==> src/mie_map.svh <==
// register offsets, opcodes, field positions and reset values of the execution core
`ifndef MIE_MAP_SVH
`define MIE_MAP_SVH

`define MIE_OFS_CMD      8'h00
`define MIE_OFS_ACC      8'h04
`define MIE_OFS_STATUS   8'h08
`define MIE_OFS_PC       8'h0c
`define MIE_OFS_PUSH     8'h10
`define MIE_OFS_WDOG     8'h14
`define MIE_OFS_WAKE     8'h18
`define MIE_RF_BASE      12'h200

`define MIE_OP_NOP       4'h0
`define MIE_OP_ROTR      4'h1
`define MIE_OP_RET       4'h2
`define MIE_OP_SLEEP     4'h3
`define MIE_OP_SUBL      4'h4
`define MIE_OP_SUBF      4'h5
`define MIE_OP_XORL      4'h6
`define MIE_OP_XORF      4'h7
`define MIE_OP_SWAP      4'h8

`define MIE_ST_LINK      0
`define MIE_ST_HALF      1
`define MIE_ST_NULL      2
`define MIE_ST_WDEXP     3
`define MIE_ST_PWRDN     4
`define MIE_ST_SLEEP     5
`define MIE_ST_BUSY      6

`define MIE_RST_ACC      8'h00
`define MIE_RST_PC       13'h0000
`define MIE_RST_WDEXP    1'b1
`define MIE_RST_PWRDN    1'b1
`define MIE_WDOG_CLR     8'h00

`endif

==> src/mie_pkg.sv <==
// types shared by the execution core
package mie_pkg;
   typedef struct packed {
      logic [7:0] pad;
      logic [7:0] literal;
      logic       pad1;
      logic [6:0] index;
      logic [2:0] pad2;
      logic       dest;
      logic [3:0] opcode;
   } mie_cmd_s;

   typedef struct packed {
      logic link;
      logic half_borrow;
      logic null_result;
   } mie_flags_s;

   typedef struct packed {
      logic [7:0] value;
      mie_flags_s flags;
   } mie_alu_s;

   typedef enum logic [0:0] {EX_IDLE, EX_RET2} mie_exec_e;
endpackage

==> src/mie_core.sv <==
// instruction-subset execution core with an AHB-Lite register slave
`timescale 1ns/1ps
`include "mie_map.svh"

// Overview of operation
// - rotate_right_via_link shifts the operand right by one through link and changes only link.
// - for register operands dest 0 writes the accumulator, dest 1 writes the register (0..127).
// - return pops the stack into the program counter, takes two cycles, touches no flags.
// - sleep clears the watchdog_counter to 00h and clears its prescaler.
// - sleep sets watchdog_expired_bit and the sleep status bit and clears power_down_bit, no other status bit.
// - after sleep the core is in low power with the oscillator halted.
// - literal_minus_acc puts literal minus accumulator in the accumulator, sets link, half, null.
// - regfile_minus_acc puts register minus accumulator in destination, sets link, half, null.
// - literal_xor_acc puts accumulator xor literal in the accumulator, sets only null.
// - regfile_xor_acc puts accumulator xor register in the destination, sets only null.
// - nibble_exchange swaps the register nibbles into the destination, flags untouched.
module mie_core
   import mie_pkg::*;
#(
   parameter int RF_DEPTH  = 128,
   parameter int STK_DEPTH = 8
) (
   input  wire logic        ref_clk,    // core clock, 200 MHz
   input  wire logic        sys_rst,    // async reset, active high
   input  wire logic        hsel,       // slave select
   input  wire logic [31:0] haddr,      // byte address
   input  wire logic [1:0]  htrans,     // transfer type
   input  wire logic        hwrite,     // write when high
   input  wire logic [2:0]  hsize,      // word only
   input  wire logic [31:0] hwdata,     // write data
   input  wire logic        hready,     // bus ready
   output logic      [31:0] hrdata,     // read data
   output logic             hreadyout,  // slave ready
   output logic             hresp,      // always okay
   output logic             osc_halted  // main oscillator stopped
);
   localparam int SPW = $clog2(STK_DEPTH);

   function automatic mie_alu_s sub8(input logic [7:0] a, input logic [7:0] b);
      mie_alu_s   r;
      logic [8:0] d;
      d = {1'b0, a} - {1'b0, b};
      r.value = d[7:0];
      r.flags.link = ~d[8];
      r.flags.half_borrow = (a[3:0] >= b[3:0]);
      r.flags.null_result = (d[7:0] == 8'h00);
      return r;
   endfunction

   // state
   logic [7:0]     rf [RF_DEPTH];
   logic [12:0]    stk [STK_DEPTH];
   logic [7:0]     acc, next_acc;
   logic [12:0]    pc, next_pc;
   logic [SPW-1:0] sp, next_sp;
   mie_flags_s     flg, next_flg;
   logic           wd_exp, next_wd_exp;
   logic           pwr_dn, next_pwr_dn;
   logic           asleep, next_asleep;
   logic [7:0]     wdog, next_wdog;
   logic [7:0]     presc, next_presc;
   mie_exec_e      ex, next_ex;
   logic           rf_we;
   logic [6:0]     rf_wa;
   logic [7:0]     rf_wd;
   logic           stk_we;
   // bus
   logic           pend, next_pend;
   logic           pwr, next_pwr;
   logic [11:0]    paddr, next_paddr;
   logic [31:0]    next_hrdata;
   logic           next_hreadyout;
   logic           next_osc;

   mie_cmd_s cmd;
   logic     busy, go, wr_ok;
   logic [7:0] opnd;
   mie_alu_s   res;

   assign busy  = (ex == EX_RET2);
   assign wr_ok = pend && pwr && !busy;
   assign cmd   = mie_cmd_s'(hwdata);
   assign go    = wr_ok && (paddr == 12'(`MIE_OFS_CMD)) && !asleep;
   assign opnd  = rf[cmd.index];

   always_comb begin
      next_acc    = acc;
      next_pc     = pc;
      next_sp     = sp;
      next_flg    = flg;
      next_wd_exp = wd_exp;
      next_pwr_dn = pwr_dn;
      next_asleep = asleep;
      next_ex     = EX_IDLE;
      {next_wdog, next_presc} = {wdog, presc} + 16'h0001;
      rf_we  = 1'b0;
      rf_wa  = cmd.index;
      rf_wd  = 8'h00;
      stk_we = 1'b0;
      res.value = opnd;
      res.flags = flg;
      if (go) begin
         unique case (cmd.opcode)
            `MIE_OP_ROTR: begin
               res.value = {flg.link, opnd[7:1]};
               res.flags.link = opnd[0];
            end
            `MIE_OP_RET: begin
               next_sp = sp - 1'b1;
               next_pc = stk[sp - 1'b1];
               next_ex = EX_RET2;
            end
            `MIE_OP_SLEEP: begin
               {next_wdog, next_presc} = {`MIE_WDOG_CLR, 8'h00};
               next_wd_exp = 1'b1;
               next_pwr_dn = 1'b0;
               next_asleep = 1'b1;
            end
            `MIE_OP_SUBL: res = sub8(cmd.literal, acc);
            `MIE_OP_SUBF: res = sub8(opnd, acc);
            `MIE_OP_XORL: begin
               res.value = acc ^ cmd.literal;
               res.flags.null_result = (res.value == 8'h00);
            end
            `MIE_OP_XORF: begin
               res.value = acc ^ opnd;
               res.flags.null_result = (res.value == 8'h00);
            end
            `MIE_OP_SWAP: res.value = {opnd[3:0], opnd[7:4]};
            default: ;
         endcase
         unique case (cmd.opcode)
            `MIE_OP_SUBL, `MIE_OP_XORL: next_acc = res.value;
            `MIE_OP_ROTR, `MIE_OP_SUBF, `MIE_OP_XORF, `MIE_OP_SWAP: begin
               next_flg = res.flags;
               if (cmd.dest) begin
                  rf_we = 1'b1;
                  rf_wd = res.value;
               end else begin
                  next_acc = res.value;
               end
            end
            default: ;
         endcase
         if (cmd.opcode == `MIE_OP_SUBL || cmd.opcode == `MIE_OP_XORL)
            next_flg = res.flags;
      end else if (wr_ok) begin
         if (paddr == 12'(`MIE_OFS_ACC))
            next_acc = hwdata[7:0];
         if (paddr == 12'(`MIE_OFS_STATUS)) begin
            next_flg.link        = hwdata[`MIE_ST_LINK];
            next_flg.half_borrow = hwdata[`MIE_ST_HALF];
            next_flg.null_result = hwdata[`MIE_ST_NULL];
            next_wd_exp          = hwdata[`MIE_ST_WDEXP];
            next_pwr_dn          = hwdata[`MIE_ST_PWRDN];
         end
         if (paddr == 12'(`MIE_OFS_PC))
            next_pc = hwdata[12:0];
         if (paddr == 12'(`MIE_OFS_PUSH)) begin
            stk_we  = 1'b1;
            next_sp = sp + 1'b1;
         end
         if (paddr == 12'(`MIE_OFS_WAKE))
            next_asleep = 1'b0;
         if (paddr >= `MIE_RF_BASE && paddr < `MIE_RF_BASE + 12'(4 * RF_DEPTH)) begin
            rf_we = 1'b1;
            rf_wa = paddr[8:2];
            rf_wd = hwdata[7:0];
         end
      end
   end

   always_ff @(posedge ref_clk or posedge sys_rst) begin
      if (sys_rst) begin
         acc    <= `MIE_RST_ACC;
         pc     <= `MIE_RST_PC;
         sp     <= '0;
         flg    <= '0;
         wd_exp <= `MIE_RST_WDEXP;
         pwr_dn <= `MIE_RST_PWRDN;
         asleep <= 1'b0;
         wdog   <= 8'h00;
         presc  <= 8'h00;
         ex     <= EX_IDLE;
      end else begin
         acc    <= next_acc;
         pc     <= next_pc;
         sp     <= next_sp;
         flg    <= next_flg;
         wd_exp <= next_wd_exp;
         pwr_dn <= next_pwr_dn;
         asleep <= next_asleep;
         wdog   <= next_wdog;
         presc  <= next_presc;
         ex     <= next_ex;
      end
   end

   // arrays carry no reset; software initialises them
   always_ff @(posedge ref_clk) begin
      if (rf_we)
         rf[rf_wa] <= rf_wd;
      if (stk_we)
         stk[sp] <= hwdata[12:0];
   end

   function automatic logic [31:0] rd_word(input logic [11:0] a);
      logic [31:0] w;
      w = 32'h0000_0000;
      unique case (a)
         12'(`MIE_OFS_ACC):    w[7:0] = acc;
         12'(`MIE_OFS_STATUS): begin
            w[`MIE_ST_LINK]  = flg.link;
            w[`MIE_ST_HALF]  = flg.half_borrow;
            w[`MIE_ST_NULL]  = flg.null_result;
            w[`MIE_ST_WDEXP] = wd_exp;
            w[`MIE_ST_PWRDN] = pwr_dn;
            w[`MIE_ST_SLEEP] = asleep;
            w[`MIE_ST_BUSY]  = busy;
         end
         12'(`MIE_OFS_PC):     w[12:0] = pc;
         12'(`MIE_OFS_PUSH):   w[SPW-1:0] = sp;
         12'(`MIE_OFS_WDOG):   w[15:0] = {wdog, presc};
         default: begin
            if (a >= `MIE_RF_BASE && a < `MIE_RF_BASE + 12'(4 * RF_DEPTH))
               w[7:0] = rf[a[8:2]];
         end
      endcase
      return w;
   endfunction

   // one wait state per transfer so read data always comes from a flop
   always_comb begin
      next_pend      = pend;
      next_pwr       = pwr;
      next_paddr     = paddr;
      next_hrdata    = hrdata;
      next_hreadyout = hreadyout;
      if (pend) begin
         if (!busy) begin
            next_pend      = 1'b0;
            next_hreadyout = 1'b1;
            if (!pwr)
               next_hrdata = rd_word(paddr);
         end
      end else if (hsel && htrans[1] && hready) begin
         next_pend      = 1'b1;
         next_pwr       = hwrite;
         next_paddr     = (haddr[31:12] == 20'h0) ? haddr[11:0] : 12'hffc;
         next_hreadyout = 1'b0;
      end
      next_osc = next_asleep;
   end

   always_ff @(posedge ref_clk or posedge sys_rst) begin
      if (sys_rst) begin
         pend       <= 1'b0;
         pwr        <= 1'b0;
         paddr      <= 12'h000;
         hrdata     <= 32'h0000_0000;
         hreadyout  <= 1'b1;
         hresp      <= 1'b0;
         osc_halted <= 1'b0;
      end else begin
         pend       <= next_pend;
         pwr        <= next_pwr;
         paddr      <= next_paddr;
         hrdata     <= next_hrdata;
         hreadyout  <= next_hreadyout;
         hresp      <= 1'b0;
         osc_halted <= next_osc;
      end
   end

   logic is_op_rot, is_op_ret, is_op_slp;
   assign is_op_rot = go && cmd.opcode == `MIE_OP_ROTR;
   assign is_op_ret = go && cmd.opcode == `MIE_OP_RET;
   assign is_op_slp = go && cmd.opcode == `MIE_OP_SLEEP;
endmodule // mie_core

==> config.mk <==
export PLATFORM = sky130hd
export DESIGN_NAME = mie_core
export DESIGN_NICKNAME = d
export VERILOG_FILES = /design/src/mie_pkg.sv /design/src/mie_core.sv
export VERILOG_INCLUDE_DIRS = /design/src
export SDC_FILE = /design/constraint.sdc
export NUM_CORES = 2
export LEC_CHECK = 0
export BUFFER_PORTS_ARGS = -buffer_cell sky130_fd_sc_hd__buf_2
export CORE_ASPECT_RATIO = 0.5
export CORE_UTILIZATION = 28
export CTS_BUF_LIST = sky130_fd_sc_hd__clkbuf_8
export CTS_CLUSTER_DIAMETER = 80
export DETAILED_ROUTE_END_ITERATION = 10
export HOLD_SLACK_MARGIN = 0.02
export SETUP_SLACK_MARGIN = 0.1
export SYNTH_ARGS = -nofsm -noshare
export SYNTH_HDL_FRONTEND = slang
export SYNTH_SLANG_ARGS = --single-unit
==> constraint.sdc <==
create_clock -name ref_clk -period 8.3 [get_ports ref_clk]
set_clock_uncertainty 0.1 [all_clocks]
set_input_delay 0.83 -clock ref_clk [delete_from_list [all_inputs] [get_ports ref_clk]]
set_output_delay 0.83 -clock ref_clk [all_outputs]
set_load 0.05 [all_outputs]
# After elaboration in Yosys (flattened, before gate mapping)

Memory sizes are Yosys's and may differ from the RTL's.
Cells that the tools add are included.
Widths: inputs -> output; s select.

Register bits after elaboration: 78
Memory bits (writable): 1128
Bits of input ports: 74
Output and inout port bits: 35
Word-level logic and storage cells: 162
Memories kept: 2

Memories:

| memory | depth | bits a word | rd ports | clocked after Yosys merged registers in | wr ports | line           | text |
|---|---|---|---|---|---|---|---|
| rf     | 128   | 8           | 2        | 0                                       | 1        | mie_core.sv:51 | `logic [7:0] rf [RF_DEPTH];` |
| stk    | 8     | 13          | 1        | 0                                       | 1        | mie_core.sv:52 | `logic [12:0] stk [STK_DEPTH];` |

$add $sub $neg: 5
Order comparisons: 4
Eq/ne operators: 20
Multiplexer cells: 72
Bitwise gates (word level): 7
Reductions and logical operators: 35

Operators with widths:

| operator              | count |
|---|---|
| $mux 8                | 14 |
| $mux 13               | 4 |
| $pmux 8 s6            | 1 |
| $eq 12x5->1 const B   | 3 |
| $logic_not 8->1       | 4 |
| $mux 1                | 31 |
| $mux 3                | 10 |
| $eq 12x4->1 const B   | 2 |
| $mux 7                | 3 |
| $logic_not 20->1      | 1 |
| $pmux 4 s5            | 1 |
| $reduce_and 3->1      | 6 |
| $sub 8x8->9           | 2 |
| $add 16x1->16 const B | 1 |
| $eq 4x3->1 const B    | 4 |
| $pmux 8 s2            | 1 |
| $xor 8x8->8           | 2 |
| $pmux 3 s5            | 1 |
| $reduce_bool 2->1     | 7 |
| $eq 12x3->1 const B   | 1 |
| $ge 12x10->1 const B  | 1 |
| $logic_not 12->1      | 1 |
| $lt 12x11->1 const B  | 1 |
| $mux 12               | 1 |
| 22 further kinds      | 40 |

# Depth between registers and ports, before layout

Word-level depth: 7
Depth in mapped cells: 24
Gate-level depth less buffers: 18

# Least setup slack after synthesis

OpenSTA, ideal clock, no wires.

Path kind: input -> register
Start point: input hwdata[8]
End point: memory rf[0][2] (data pin)
Setup time: 1197 ps
Arrival: 9070 ps
Required time: 7003 ps
Path slack: -2067 ps
Stages on the path: 21
Buffers on the path: 5
Cell sequence: buf_6 -> buf_8 -> buf_6 -> buf_6 -> buf_8 -> mux4_2 -> a22oi_1 -> nand4_1 -> nand2_1 -> o21ai_1 -> o21ai_1 -> ha_1 -> inv_1 -> fa_1 -> nor3b_1 -> o21ai_0 -> nand2_1 -> a21boi_0 -> o2111ai_1 -> a21oi_1 -> o21ai_0

Longest elaborated chain between the ends: 6
Elaborated cells on any way between the ends: 7
Those cells by class: add/sub: 1; mux: 4; bitwise: 1; memory: 1

Ends and longest elaborated chain:

| item                                              | line                            | text |
|---|---|---|
| start, declared                                   | mie_core.sv:30                  | `input wire logic [31:0] hwdata,` |
| $mem_v2 128x8 (*)                                 | --                              |  |
| $sub 8x8->9 / $xor 8x8->8 (equally long branches) | mie_core.sv:42, mie_core.sv:126 |  |
| $pmux 8 s6 (*)                                    | mie_core.sv:103                 | `unique case (cmd.opcode)` |
| $mux 8 (*)                                        | mie_core.sv:136                 | `if (cmd.dest) begin` |
| $mux 8 (*)                                        | mie_core.sv:132                 | `unique case (cmd.opcode)` |
| $mux 8 (*)                                        | mie_core.sv:102                 | `if (go) begin` |
| named net rf_wd[2]                                | mie_core.sv:65                  | `logic [7:0] rf_wd;` |
| end, declared                                     | mie_core.sv:51                  |  |

Mark *: on every way through the listed nets, which the timed path passes. The rest lies on a longest branch.

# Worst setup path in the final report

Start point: input hwdata[9]
End point: memory rf[53][6] (data pin)

The elaborated chain is that of the path after synthesis.

==> impl_metrics.json <==
{
  "drive_above_1_share_pct": 29.5,
  "drc": 2,
  "cts_num_sinks": 1206,
  "final_cell_mix": "edfxtp_1 (1128), mux4_2 (553), nor2_1 (224)",
  "worstPathRequired_ns": 8.73,
  "final-hold-violation-count": 0,
  "routed-wl-met2_um": 84800,
  "muxShareOfSynthArea_pct": 24.7,
  "dp.cells": 5940,
  "ys.flop_type": "edfxtp_1",
  "layout_commonest_cell": "edfxtp_1",
  "fin_nets": 3515,
  "fin_hold_ws_ns": 0.206,
  "synth_edf_count": 1128,
  "synthAdderAreaFrac_pct": 0.613,
  "ys_warn_count": 0,
  "postLayoutCoreUtil_pct": 31.9,
  "powerDensity_nw_per_um2": 188,
  "dieArea_sq_um": 208000,
  "regArea_sq_um": 35800,
  "first_pass_iters": 9,
  "ir_drop_mv": 0.166,
  "synth_top_area_cell": "edfxtp_1",
  "vias_per_cell": 5.45,
  "ios": 109,
  "ys_ff_latch": 1206,
  "gp_congestion": 0.901,
  "worst_slew_pin_slew_ns": 1.30,
  "dpl_cell_area_sq_um": 61300,
  "hold_path_class": "primary input to flop",
  "gr-total-overflow": 0,
  "postSynthAreaPerCell_sq_um": 17.8,
  "syn2layout_area_growth_pct": 12.9,
  "violations": "design-rule violations",
  "sequentialPowerShare_pct": 54.2,
  "drtIter0Drc": 4277,
  "worstPathArrival_ns": 6.91,
  "instances_no_fill": 6317,
  "wl_met3_um": 16200,
  "ys_types": 75,
  "yosys-top-cells-area": "edfxtp_1 (59%), mux4_2 (22%), dfrtp_1 (3.3%)",
  "fin_area_sq_um": 65000,
  "crit_fanout": 128,
  "synth_xor_area_share_pct": 0.380,
  "first_global_vias": 35100,
  "setup-tns-final_ns": 0,
  "htreeDepth": 4,
  "cts_made_buffers": 195,
  "p_clk_share_pct": 39.2,
  "clk_pin_slew_ns": 0.06,
  "combPwrFrac_pct": 6.6,
  "end_kind": "flop",
  "routed_wirelength_um": 178000,
  "hpwl_um": 118000,
  "ys_seq_area_share_pct": 62.2,
  "synthArstFlopShare_pct": 6.47,
  "io_buffers": 78,
  "dieHeight_um": 323,
  "final_max_slew_viol_count": 0,
  "grt_pass1_wl_um": 254000,
  "synth_top_family_by_area": "multiplexers",
  "clock-root-buffer": "clkbuf_8",
  "grt_max_degree": 129,
  "n_fill_cell": 19600,
  "via_count": 34400,
  "dr.max_layer_used": "met5",
  "core-area_sq_um": 204000,
  "multi_input_area_sq_um": 20500,
  "fp-row-count": 117,
  "cts_buffer_depth": 3,
  "max_cap_violations": 0,
  "grt_usage_pct": 16.9,
  "initial_core_util_pct": 28.2,
  "synth.top_cell.area_share_pct": 58.8,
  "fmax_ghz": 0.154,
  "clock_latency_ns": 0.93,
  "finalCriticalPeriod_ns": 6.48,
  "relSlewSlack_pct": 12.4,
  "wl_met1_um": 69300,
  "setup_viol_count_final": 0,
  "p_switching_uw": 2990,
  "synth-compound-area-share_pct": 4.93,
  "worst-setup-path-type": "primary input to flop",
  "rsz0062_at_grt": "false",
  "status": "finished, violations left",
  "grt_antenna_before_repair": 12,
  "p_int_uw": 9230,
  "p_sw_share_pct": 24.5,
  "netlist_area_sq_um": 57600,
  "post_cts_resized": 0,
  "syn_inst": 3238,
  "cts_tree": "built",
  "cp-start-kind": "primary input",
  "die_w_um": 643,
  "fin_crit_sh_pct": 78.0,
  "wl_per_cell_um": 28.2,
  "p_leak_uw": 0.0212,
  "ant_nets": 0,
  "synth-simple-area-share_pct": 4.55
}
-- repair_timing --
item,CTS,global route
buffers inserted,0,0
hold endpoints to repair,29,0
hold buffers,14,0
-- flip-flops by register name, summed over array words and instances, names as in the netlist --
register / cells
acc: 8
busy: 1
flg: 3
hrdata: 16
hreadyout: 1
osc_halted: 1
paddr: 12
pc: 13
pend: 1
presc: 8
pwr: 1
pwr_dn: 1
rf: 1024
sp: 3
stk: 104
wd_exp: 1
wdog: 8
-- critical path, stage by stage --
cell,delay (ns)
clkbuf_8,0.26
nor2_2,1.00
buf_4,0.29
a22oi_1,0.08
nand3_1,0.22
nand4_1,0.51
a22oi_1,0.36
nand2_1,0.21
fa_1,0.48
a21o_1,0.18
a21oi_1,0.31
nor2_1,0.17
mux2i_1,0.17
nand3_1,0.19
a221o_1,0.33
a2111oi_2,0.55
o21ai_4,0.13
buf_12,0.26
-- cells in the mapped netlist (40+ instances only) --
| cell type | number |
|---|---|
| a22oi_1 | 78 |
| clkbuf_1 | 102 |
| buf_4 | 51 |
| mux4_2 | 553 |
| edfxtp_1 | 1128 |
| nor2_1 | 225 |
| o22ai_1 | 40 |
| dfrtp_1 | 75 |
| nand2_1 | 121 |
| mux2i_1 | 154 |
| a21oi_1 | 71 |
| buf_2 | 47 |
| o21ai_0 | 79 |
| nand3_1 | 44 |
-- area by class of cell --
type	count	area share, %
sequential	1206	55.1
multi-input combinational	1769	31.5
tap	2737	5.27
clock buffer	205	4.34
timing repair buffer	212	2.50
clock inverter	156	1.14
inverter	30	0.175
antenna	2	0.00770
-- final timing paths --
check,from,to,slack [ns],cells past startpoint
worst max-delay path,hwdata[9],rf[53][6]$_DFFE_PP_,1.82,18
worst min-delay path,hwdata[6],stk[3][6]$_DFFE_PP_,0.21,1
worst max register to register,rf[63][0]$_DFFE_PP_,rf[53][6]$_DFFE_PP_,2.37,18
worst min register to register,pc[0]$_DFFE_PP0P_,pc[0]$_DFFE_PP0P_,0.40,2
max in group asynchronous,sys_rst,sp[0]$_DFFE_PP0P_,6.51,4
min in group asynchronous,sys_rst,hrdata[3]$_DFFE_PP0P_,0.35,3
-- logic make-up after synthesis --
| logic type | count (synthesis) |
|---|---|
| other | 1 |
| AOI/OAI and AO/OA | 424 |
| buffers and inverters | 279 |
| muxes | 727 |
| DFF | 1206 |
| adders and majority gates | 27 |
| and+or+nand+nor | 549 |
| xor gates and xnor gates | 25 |
-- per-stage QoR --
stage / setup slack [ns] / power [uW]
floorplan: 0.129 / 7240
global placement: 1.22 / 7540
CTS: 2.14 / 12300
finish: 1.82 / 12200
detailed placement: 1.15 / 7540
global route: 1.69 / 12600
-- power by group through the flow --
stage | sequential [uW] | clock (uW) | combinational, uW
global route | 6620 | 5120 | 840
detailed placement | 6750 | 0 | 788
finish | 6630 | 4790 | 805
floorplan | 6790 | 0 | 449
global placement | 6750 | 0 | 783
CTS | 6630 | 4860 | 796
-- per-layer routing --
| layer | global-route usage, % | vias to the layer above |
|---|---|---|
| met5 | 0 | - |
| met4 | 7.50 | 17 |
| met3 | 3.82 | 379 |
| met2 | 27.6 | 1850 |
| met1 | 21.6 | 18300 |
| li1 | - | 13900 |
Power figures use the tool's default switching activity.
